$ cat src/srtr_params.svh
// constants for the set/reset/toggle relay
`ifndef SRTR_PARAMS_SVH
`define SRTR_PARAMS_SVH

// output value after reset or power-up without retention
`define SRTR_Q_RESET 1'b0
// value driven by set and by reset
`define SRTR_Q_SET   1'b1
`define SRTR_Q_CLEAR 1'b0

`endif

$ cat src/srtr_pkg.sv
// types for the set/reset/toggle relay
package srtr_pkg;

  // which kind of relay this instance is
  typedef enum logic {
    SRTR_LATCH,
    SRTR_TOGGLE
  } srtr_variant_t;

  // priority of a toggle relay when set and reset are both high; a latch always gives reset priority
  typedef enum logic {
    SRTR_CLEAR_DOMINANT,
    SRTR_SET_DOMINANT
  } srtr_prio_t;

  // one program cycle's worth of inputs
  typedef struct packed {
    logic set;
    logic clr;
    logic trg;
  } srtr_in_t;

  // fixed configuration
  typedef struct packed {
    srtr_variant_t variant;
    srtr_prio_t    prio;
    logic          retain;
  } srtr_cfg_t;

endpackage

$ cat src/srtr_relay.sv
// set/reset latch and toggle relay evaluated once per program cycle
`timescale 1ns/1ns
`default_nettype none
`include "srtr_params.svh"

module srtr_relay #(
  // configuration is a parameter so it cannot change while running
  parameter srtr_pkg::srtr_cfg_t CFG = '{srtr_pkg::SRTR_TOGGLE, srtr_pkg::SRTR_CLEAR_DOMINANT, 1'b0}
) (
  input  wire logic               core_clk_in,
  input  wire logic               srst_in,
  input  wire logic               cycle_in,
  input  wire srtr_pkg::srtr_in_t relay_in,
  input  wire logic               power_up_in,
  output logic                    q_out
);
  import srtr_pkg::*;

  // ********************************
  // configuration
  // ********************************
  // parameters only: nothing at run time can retune them
  localparam logic IS_TOGGLE = (CFG.variant == SRTR_TOGGLE);
  localparam logic SET_WINS  = IS_TOGGLE && (CFG.prio == SRTR_SET_DOMINANT);
  localparam logic RETAIN    = CFG.retain;

  // ********************************
  // state
  // ********************************
  // q_q is the relay itself, trg_prev_q the trigger at the last taken
  // cycle, retained_q the copy that outlives a power failure
  logic q_q;
  logic q_d;
  logic trg_prev_q;
  logic trg_prev_d;
  logic retained_q;
  logic retained_d;

  // ********************************
  // next-state decode
  // ********************************
  wire logic s         = relay_in.set;
  wire logic r         = relay_in.clr;
  wire logic t         = relay_in.trg;
  // a program cycle is evaluated only when no power-up is pending
  wire logic run_cyc   = cycle_in & ~power_up_in;
  // edge is found against last program cycle's sample, not the clock,
  // so a stalled program never sees a false edge
  wire logic trg_rise  = t & ~trg_prev_q;
  wire logic do_toggle = IS_TOGGLE & trg_rise & ~s & ~r;
  // latch is the toggle with no edge and clear priority
  wire logic both_val  = SET_WINS ? `SRTR_Q_SET : `SRTR_Q_CLEAR;
  wire logic resume    = RETAIN ? retained_q : `SRTR_Q_RESET;
  // what one program cycle gives: both, set, reset, toggle, hold
  wire logic eval_val  = (s & r)   ? both_val :
                         s         ? `SRTR_Q_SET :
                         r         ? `SRTR_Q_CLEAR :
                         do_toggle ? ~q_q :
                                     q_q;

  // power-up wins over a program cycle; any other edge holds, which
  // keeps every flip-flop free of a clock enable
  assign q_d = power_up_in ? resume :
               cycle_in    ? eval_val :
                             q_q;

  // power-up forgets the trigger: the first cycle after it takes a trigger
  // that is already high as a low to high change, so it can toggle
  assign trg_prev_d = power_up_in ? 1'b0 :
                      cycle_in    ? t :
                                    trg_prev_q;

  // the copy follows each evaluated cycle; with retention reset leaves
  // it alone, without retention reset clears it
  assign retained_d = (srst_in && !RETAIN)  ? `SRTR_Q_RESET :
                      (run_cyc && !srst_in) ? q_d :
                                              retained_q;

  // ********************************
  // registers
  // ********************************
  // relay state and trigger history
  always_ff @(posedge core_clk_in) begin
    if (srst_in) begin
      q_q        <= `SRTR_Q_RESET;
      trg_prev_q <= 1'b0;
    end else begin
      q_q        <= q_d;
      trg_prev_q <= trg_prev_d;
    end
  end

  // limitation: with retention the copy has no reset, so a power-up
  // before the first program cycle restores an unknown value
  always_ff @(posedge core_clk_in) begin
    retained_q <= retained_d;
  end

  // output straight from the flip-flop
  assign q_out = q_q;

  // ********************************
  // checks
  // ********************************
  chk_set_alone: assert property (@(posedge core_clk_in) disable iff (srst_in)
    (cycle_in && !power_up_in && relay_in.set && !relay_in.clr) |=> q_out)
    else $error("set alone did not raise output");

  chk_clr_alone: assert property (@(posedge core_clk_in) disable iff (srst_in)
    (cycle_in && !power_up_in && !relay_in.set && relay_in.clr) |=> !q_out)
    else $error("reset alone did not lower output");

  chk_both_high: assert property (@(posedge core_clk_in) disable iff (srst_in)
    (cycle_in && !power_up_in && relay_in.set && relay_in.clr) |=> (q_out == SET_WINS))
    else $error("set and reset resolved wrongly");

  chk_toggle_edge: assert property (@(posedge core_clk_in) disable iff (srst_in)
    (cycle_in && !power_up_in && do_toggle) |=> (q_out != $past(q_out)))
    else $error("trigger edge did not invert output");

  chk_hold_idle: assert property (@(posedge core_clk_in) disable iff (srst_in)
    (cycle_in && !power_up_in && !relay_in.set && !relay_in.clr && !trg_rise) |=> $stable(q_out))
    else $error("output changed with no cause");

  chk_no_cycle: assert property (@(posedge core_clk_in) disable iff (srst_in)
    (!cycle_in && !power_up_in) |=> $stable(q_out))
    else $error("output changed outside a program cycle");

  chk_power_up: assert property (@(posedge core_clk_in) disable iff (srst_in)
    power_up_in |=> (q_out == (RETAIN ? $past(retained_q) : 1'b0)))
    else $error("power-up value wrong");

  chk_trg_blocked: assert property (@(posedge core_clk_in) disable iff (srst_in)
    (cycle_in && !power_up_in && (relay_in.set || relay_in.clr)) |=> (trg_prev_q == $past(relay_in.trg)))
    else $error("trigger history lost during set or reset");

  // ********************************
  // latch checks
  // ********************************
  // these only bite in a latch build; in a toggle build they are vacuous
  // set alone in a latch build raises the output
  chk_latch_set: assert property (@(posedge core_clk_in) disable iff (srst_in)
    (!IS_TOGGLE && run_cyc
     && relay_in.set && !relay_in.clr) |=>
    q_out)
    else $error("latch set alone did not raise output");

  // reset alone in a latch build lowers the output
  chk_latch_clr: assert property (@(posedge core_clk_in) disable iff (srst_in)
    (!IS_TOGGLE && run_cyc
     && !relay_in.set && relay_in.clr) |=>
    !q_out)
    else $error("latch reset alone did not lower output");

  // reset beats set in a latch build
  chk_latch_both: assert property (@(posedge core_clk_in) disable iff (srst_in)
    (!IS_TOGGLE && run_cyc
     && relay_in.set && relay_in.clr) |=>
    !q_out)
    else $error("latch did not give reset priority");

  // a latch never looks at the trigger
  chk_latch_no_trg: assert property (@(posedge core_clk_in) disable iff (srst_in)
    (!IS_TOGGLE && run_cyc
     && !relay_in.set && !relay_in.clr) |=>
    $stable(q_out))
    else $error("latch output moved with set and reset low");

  // power return restores the stored copy in a retaining latch
  chk_latch_retain: assert property (@(posedge core_clk_in) disable iff (srst_in)
    (!IS_TOGGLE && RETAIN
     && power_up_in) |=>
    (q_out == $past(retained_q)))
    else $error("latch did not restore retained state");

  // ********************************
  // toggle checks
  // ********************************
  // these only bite in a toggle build; in a latch build they are vacuous
  // a forgetful toggle relay starts low after power return
  chk_tog_forget: assert property (@(posedge core_clk_in) disable iff (srst_in)
    (IS_TOGGLE && !RETAIN
     && power_up_in) |=>
    !q_out)
    else $error("toggle relay kept state without retention");

  // trigger low and clear priority behaves as the latch table
  chk_tog_equiv: assert property (@(posedge core_clk_in) disable iff (srst_in)
    (IS_TOGGLE && !SET_WINS && run_cyc
     && !relay_in.trg) |=>
    (q_out == ($past(relay_in.clr) ? 1'b0 : $past(relay_in.set) ? 1'b1 : $past(q_out))))
    else $error("toggle relay differs from latch with trigger low");

  // a trigger edge under set does not invert
  chk_set_trg: assert property (@(posedge core_clk_in) disable iff (srst_in)
    (IS_TOGGLE && run_cyc && trg_rise
     && relay_in.set && !relay_in.clr) |=>
    q_out)
    else $error("trigger acted while set was high");

  // a trigger edge under reset does not invert
  chk_clr_trg: assert property (@(posedge core_clk_in) disable iff (srst_in)
    (IS_TOGGLE && run_cyc && trg_rise
     && !relay_in.set && relay_in.clr) |=>
    !q_out)
    else $error("trigger acted while reset was high");

  // set priority gives high when both are high
  chk_sd_both: assert property (@(posedge core_clk_in) disable iff (srst_in)
    (SET_WINS && run_cyc
     && relay_in.set && relay_in.clr) |=>
    q_out)
    else $error("set priority did not give high");

  // clear priority gives low when both are high
  chk_cd_both: assert property (@(posedge core_clk_in) disable iff (srst_in)
    (IS_TOGGLE && !SET_WINS && run_cyc
     && relay_in.set && relay_in.clr) |=>
    !q_out)
    else $error("clear priority did not give low");

  // a trigger held high is no edge and leaves the output alone
  chk_tog_held: assert property (@(posedge core_clk_in) disable iff (srst_in)
    (IS_TOGGLE && run_cyc && relay_in.trg && trg_prev_q
     && !relay_in.set && !relay_in.clr) |=>
    $stable(q_out))
    else $error("held trigger inverted the output");

  // ********************************
  // trigger history checks
  // ********************************
  // history is what makes a held trigger harmless, so guard it closely
  // each evaluated cycle records its trigger
  chk_hist_follow: assert property (@(posedge core_clk_in) disable iff (srst_in)
    (cycle_in
     && !power_up_in) |=>
    (trg_prev_q == $past(relay_in.trg)))
    else $error("trigger history missed a program cycle");

  // a stalled edge leaves the history alone
  chk_hist_stall: assert property (@(posedge core_clk_in) disable iff (srst_in)
    (!cycle_in
     && !power_up_in) |=>
    $stable(trg_prev_q))
    else $error("trigger history moved outside a program cycle");

  // power return clears the history
  chk_hist_pu: assert property (@(posedge core_clk_in) disable iff (srst_in)
    (power_up_in
     && !srst_in) |=>
    !trg_prev_q)
    else $error("trigger history kept across power-up");

  // ********************************
  // retention and reset checks
  // ********************************
  // the copy must track the output or a restore brings back stale state
  // each evaluated cycle leaves the copy equal to the output
  chk_copy_follow: assert property (@(posedge core_clk_in) disable iff (srst_in)
    (RETAIN && cycle_in
     && !power_up_in) |=>
    (retained_q == q_out))
    else $error("retained copy lags the output");

  // a power-up only reads the copy
  chk_copy_pu: assert property (@(posedge core_clk_in) disable iff (srst_in)
    (RETAIN
     && power_up_in) |=>
    $stable(retained_q))
    else $error("power-up overwrote the retained copy");

  // a stalled edge leaves the copy alone
  chk_copy_stall: assert property (@(posedge core_clk_in) disable iff (srst_in)
    (!cycle_in
     && !power_up_in) |=>
    $stable(retained_q))
    else $error("retained copy moved outside a program cycle");

  // any build without retention comes back low
  chk_no_retain_pu: assert property (@(posedge core_clk_in) disable iff (srst_in)
    (!RETAIN
     && power_up_in) |=>
    !q_out)
    else $error("output not cleared at power-up without retention");

  // reset clears the output and the trigger history
  chk_reset_low: assert property (@(posedge core_clk_in)
    srst_in |=>
    (!q_out
     && !trg_prev_q))
    else $error("reset did not clear the relay");

endmodule

`default_nettype wire

$ cat config.mk
export PLATFORM = sky130hd
export DESIGN_NAME = srtr_relay
export DESIGN_NICKNAME = d
export VERILOG_FILES = /design/src/srtr_pkg.sv /design/src/srtr_relay.sv
export VERILOG_INCLUDE_DIRS = /design/src
export SDC_FILE = /design/constraint.sdc
export NUM_CORES = 1
export LEC_CHECK = 0
export ABC_CLOCK_PERIOD_IN_PS = 1500
export CORE_AREA = 8 8 45 47
export CTS_CLUSTER_SIZE = 14
export DETAILED_ROUTE_END_ITERATION = 8
export DIE_AREA = 0 0 53 55
export DONT_BUFFER_PORTS = 1
export HOLD_SLACK_MARGIN = 0.1
export PLACE_DENSITY = 0.3
export SYNTH_ARGS = -nofsm -noshare
export SYNTH_HDL_FRONTEND = slang
export SYNTH_SLANG_ARGS = --single-unit
$ cat constraint.sdc
create_clock -name core_clk_in -period 1.5 [get_ports core_clk_in]
set_input_delay 0.225 -clock core_clk_in [delete_from_list [all_inputs] [get_ports core_clk_in]]
set_output_delay 0.225 -clock core_clk_in [all_outputs]
set_load 0.02 [all_outputs]
After elaboration in Yosys (flattened, before gate mapping)

Index checks and enable logic that the tools add are counted.
W data, S select, Z words.

Flip-flop bits (word level): 2
Input port bits: 7
Output and inout bits: 1
Logic and storage cells: 17

Muxes and demuxes: 4
Bitwise operators: 8
Reductions and logical operators: 3

Operators by type and width:

| operator           | number |
|---|---|
| $and A1 B1 Y1      | 4 |
| $mux W1            | 4 |
| $not A1 Y1         | 4 |
| $reduce_bool A4 Y1 | 1 |
| $reduce_and A2 Y1  | 1 |
| $reduce_or A2 Y1   | 1 |

Depth between registers and ports, before layout

Depth after elaboration: 8
Mapped depth: 3
Gate-level depth less buffers: 3

Worst setup path after synthesis

OpenSTA, ideal clock, no wires.

Path type: flip-flop to flip-flop
Start: reg q_q (netlist: q_out)
End: reg q_q (netlist: q_out)
Setup time: 0.103 ns
Arrival: 0.965 ns
Data required time: 1.397 ns
Path slack: 0.432 ns
Cell stages (with the launch flop): 4
Path buffers: 0
Period minus slack after synthesis: 1.068 ns
Cells stage by stage: dfxtp_1 -> nor4bb_1 -> o21a_1 -> a2111oi_2

Cells in the longest elaborated chain, start to end: 5

RTL lines:

| item                     | RTL line         | text |
|---|---|---|
| start: declaration       | srtr_relay.sv:32 | `logic q_q;` |
| start signal: assignment | srtr_relay.sv:85 | `` q_q <= `SRTR_Q_RESET; `` |
| start signal: assignment | srtr_relay.sv:88 | `q_q <= q_d;` |
| $not A1 Y1               | srtr_relay.sv:58 | `do_toggle ? ~q_q :` |
| $mux W1                  | srtr_relay.sv:58 |  |
| $mux W1                  | srtr_relay.sv:57 | `` r ? `SRTR_Q_CLEAR : `` |
| $mux W1                  | srtr_relay.sv:56 | `` s ? `SRTR_Q_SET : `` |
| $mux W1                  | srtr_relay.sv:55 | `wire logic eval_val = (s & r) ? both_val :` |

No other way between the ends. The select of a mux whose other input is x is not followed.
A chain may end at the register's enable or synchronous reset.

Worst setup path in the final report

Ends and elaborated chain as after synthesis.

==> summary.md <==
| Metric | Value |
|---|---|
| Per-instance average area after synthesis | 10.3 µm² |
| Final count of pins violating max slew | 0 |
| Slew at the pin closest to its max-slew limit | 265 ps |
| Remaining routing DRC violations | 0 |
| Crit Reg-Reg Startpoint | q_out$_SDFFE_PP0P_ |
| Antenna Diode Count | 0 |
| Ratio of final minimum period to clock period | 0.745 |
| Number of max-capacitance violations reported | 0 |
| Data arrival, critical path | 1240 ps |
| Gr usage total | 0.0306 |
| Remaining antenna violation count | 0 |
| Max-slew headroom | 0.823 |
| Detailed-route wire length | 322 µm |
| Maximum number of pins on one net before global-route repair | 4 |
| Critical path buffers and inverters | 0 |
| Gates resized, CTS repair | 0 |
| Final setup slack of the worst path | 383 ps |
| Number of global-route vias before repair | 114 |
| Multi-input logic area | 58.8 µm² |
| Cells on worst reg2reg path | 3 |
| Sequential fraction of the synthesis area | 0.390 |
| Number of vias per cell | 3.19 |
| Critical path's largest stage delay | 380 ps |
| Worst hold-check path type | primary input to flip-flop |
| Synth Register Bits | 2 |
| YS warnings | 0 |
| Later-pin clock latency in the skew report | 220 ps |
| Clock-pin slew on the worst setup and hold paths | 30 ps |
| Post-CTS Hold Fix Bufs | 2 |
| H-Tree Level Count | 1 |
| Number of cells in the design after placement | 26 |
| Crit path launch type | flip-flop |
| Clock period minus worst slack | 1120 ps |
| Final total negative setup slack | 0 ps |
| Post-CTS setup buffer count | 0 |
| Cts bufs inserted | 3 |
| Synthesis-to-layout area growth | 61.0% |
| First-pass GRT wire length | 517 µm |
| Cell Area, Synth | 103 µm² |
| Capture point of the worst reg-to-reg path | q_out$_SDFFE_PP0P_ |
| Number of detailed-routing iterations run before antenna repair | 2 |
| Flop-to-flop setup slack | 380 ps |
| Upper clock frequency limit | 895 MHz |
| Result of the run | complete, no violations |
| Fill cells | 155 |
| CTS Buffer Depth | 2 |
| Width of the chip | 53 µm |
| RSZ-0062 raised after global routing | no |
| Layout cells sized above 1 | 0.267 |
| Max rail drop VDD | 0.000281 V |
| Sum of overflow across all layers after global routing | 0 |
| CTS tree | done |
| Wire length per cell | 10.4 µm |
| Clock Root Buffer | sky130_fd_sc_hd__clkbuf_4 |
| Final Wtd Congestion | 0.572 |
| Power per standard cell area | 1150 nW/µm² |
| Post-Syn Nets | 17 |
| Syn Inst Count | 10 |
| Standard-cell row count | 14 |
| Category of the worst setup path capture point | flip-flop |
| Highest fanout seen on the critical path | 3 |
| Area of the die | 2920 µm² |
| Setup crit start | q_out$_SDFFE_PP0P_ |
| Cell with the largest stage delay on the worst path | sky130_fd_sc_hd__dfxtp_1 |
| Placeable core region | 1380 µm² |
| Final setup violation count | 0 |
| Power, Total | 0.190 mW |
| Antenna violations before repair | 0 |
| Standard cell area after detailed placement | 123 µm² |
| Worst hold path cell count | 2 |
| TritonCTS sink count | 2 |
| Cell-by-cell trace of the critical path | nor4bb_1, o21a_1, a2111oi_2 |
| DRC marker count from the first detailed-route iteration | 2 |
| Cell class contributing the biggest share of worst-path delay | compound AO/OA/AOI/OAI gates |
| Count of input and output buffers | 0 |
| Most common cell after layout, fill and taps aside | sky130_fd_sc_hd__clkbuf_4 |
| Worst setup timing slack at the placement stage | 378 ps |
| Total via count in the routed design | 99 |
| Leakage power of the design | 0.0557 nW |
| Setup clock skew after layout | 1.72 ps |
| # IOs | 8 |
| Final hold vios | 0 |
| Final instance count without filler cells | 31 |
| Net total in the final layout | 24 |
| Initial Util | 0.0741 |
| Data required, critical path | 1620 ps |
| Synth unique cells | 9 |
| Hold Crit Start | relay_in[0] |
| Post-route design area | 165 µm² |
| Kind of critical path | flip-flop to flip-flop |
| Highest-count cells in the layout ignoring fill and taps | sky130_fd_sc_hd__clkbuf_4, sky130_fd_sc_hd__dlygate4sd3_1, sky130_fd_sc_hd__dfxtp_1 |
| Die outline height | 55 µm |
| Worst hold path endpoint | trg_prev_q$_SDFFE_PP0P_ |
| Register cell area after layout | 40.0 µm² |
stage by stage:
step                hold WS [ps]    util
detailed placement           296  0.0886
floorplan                    294       -
global route                 207   0.119
finish                       213   0.119
CTS                          209   0.119
global placement             295  0.0886
logic make-up (layout without fill, tap and decap cells):
| group | after synthesis | count (layout) | synth area share |
|---|---|---|---|
| AOI/OAI and AO/OA | 3 | 3 | 0.268 |
| and+or+nand+nor | 3 | 3 | 0.207 |
| DFF | 2 | 2 | 0.390 |
| muxes | 1 | 1 | 0.0976 |
| buffers and inverters | 1 | 6 | 0.0366 |
power breakdown:
group	leakage (nW)	internal, mW	switching [mW]
clock	0.0138	0.0880	0.0285
combinational	0.0256	0.00919	0.00537
sequential	0.0163	0.0556	0.00282
cells in the mapped netlist:
cell type                   instances  share of area
sky130_fd_sc_hd__a2111oi_2          1           0.15
sky130_fd_sc_hd__dfxtp_1            2           0.39
sky130_fd_sc_hd__inv_1              1          0.037
sky130_fd_sc_hd__mux2i_1            1          0.098
sky130_fd_sc_hd__nor2b_1            1          0.061
sky130_fd_sc_hd__nor3_1             1          0.049
sky130_fd_sc_hd__nor4bb_1           1          0.098
sky130_fd_sc_hd__o21a_1             1          0.073
sky130_fd_sc_hd__o21ai_0            1          0.049
how the worst max path moves through the flow:
stage | to | slack [ps] | cells after the start
2_1_floorplan | q_out$_SDFFE_PP0P_ | 430 | 3
3_3_place_gp | q_out$_SDFFE_PP0P_ | 400 | 3
3_5_place_dp | q_out$_SDFFE_PP0P_ | 380 | 3
4_1_cts | q_out$_SDFFE_PP0P_ | 370 | 3
5_1_grt | q_out$_SDFFE_PP0P_ | 330 | 3
6_report | q_out$_SDFFE_PP0P_ | 380 | 3
sequential cells by signal, indices dropped and copies added, names as in the netlist:
register	count
trg_prev_q	1
q_out	1
layout make-up:
cell class | instances | area share
clock buffer | 3 | 0.136
tap | 16 | 0.121
timing repair buffer | 2 | 0.121
multi-input combinational | 7 | 0.356
inverter | 1 | 0.0227
sequential | 2 | 0.242
layer usage:
metal	GRT usage	vias up	wire length, µm
met4	0.0259	0	0
met3	0.0668	0	128
li1	-	48	-
met5	0	-	0
met1	0.0242	41	126
met2	0.0176	10	68
Power figures use the tool's default switching activity.
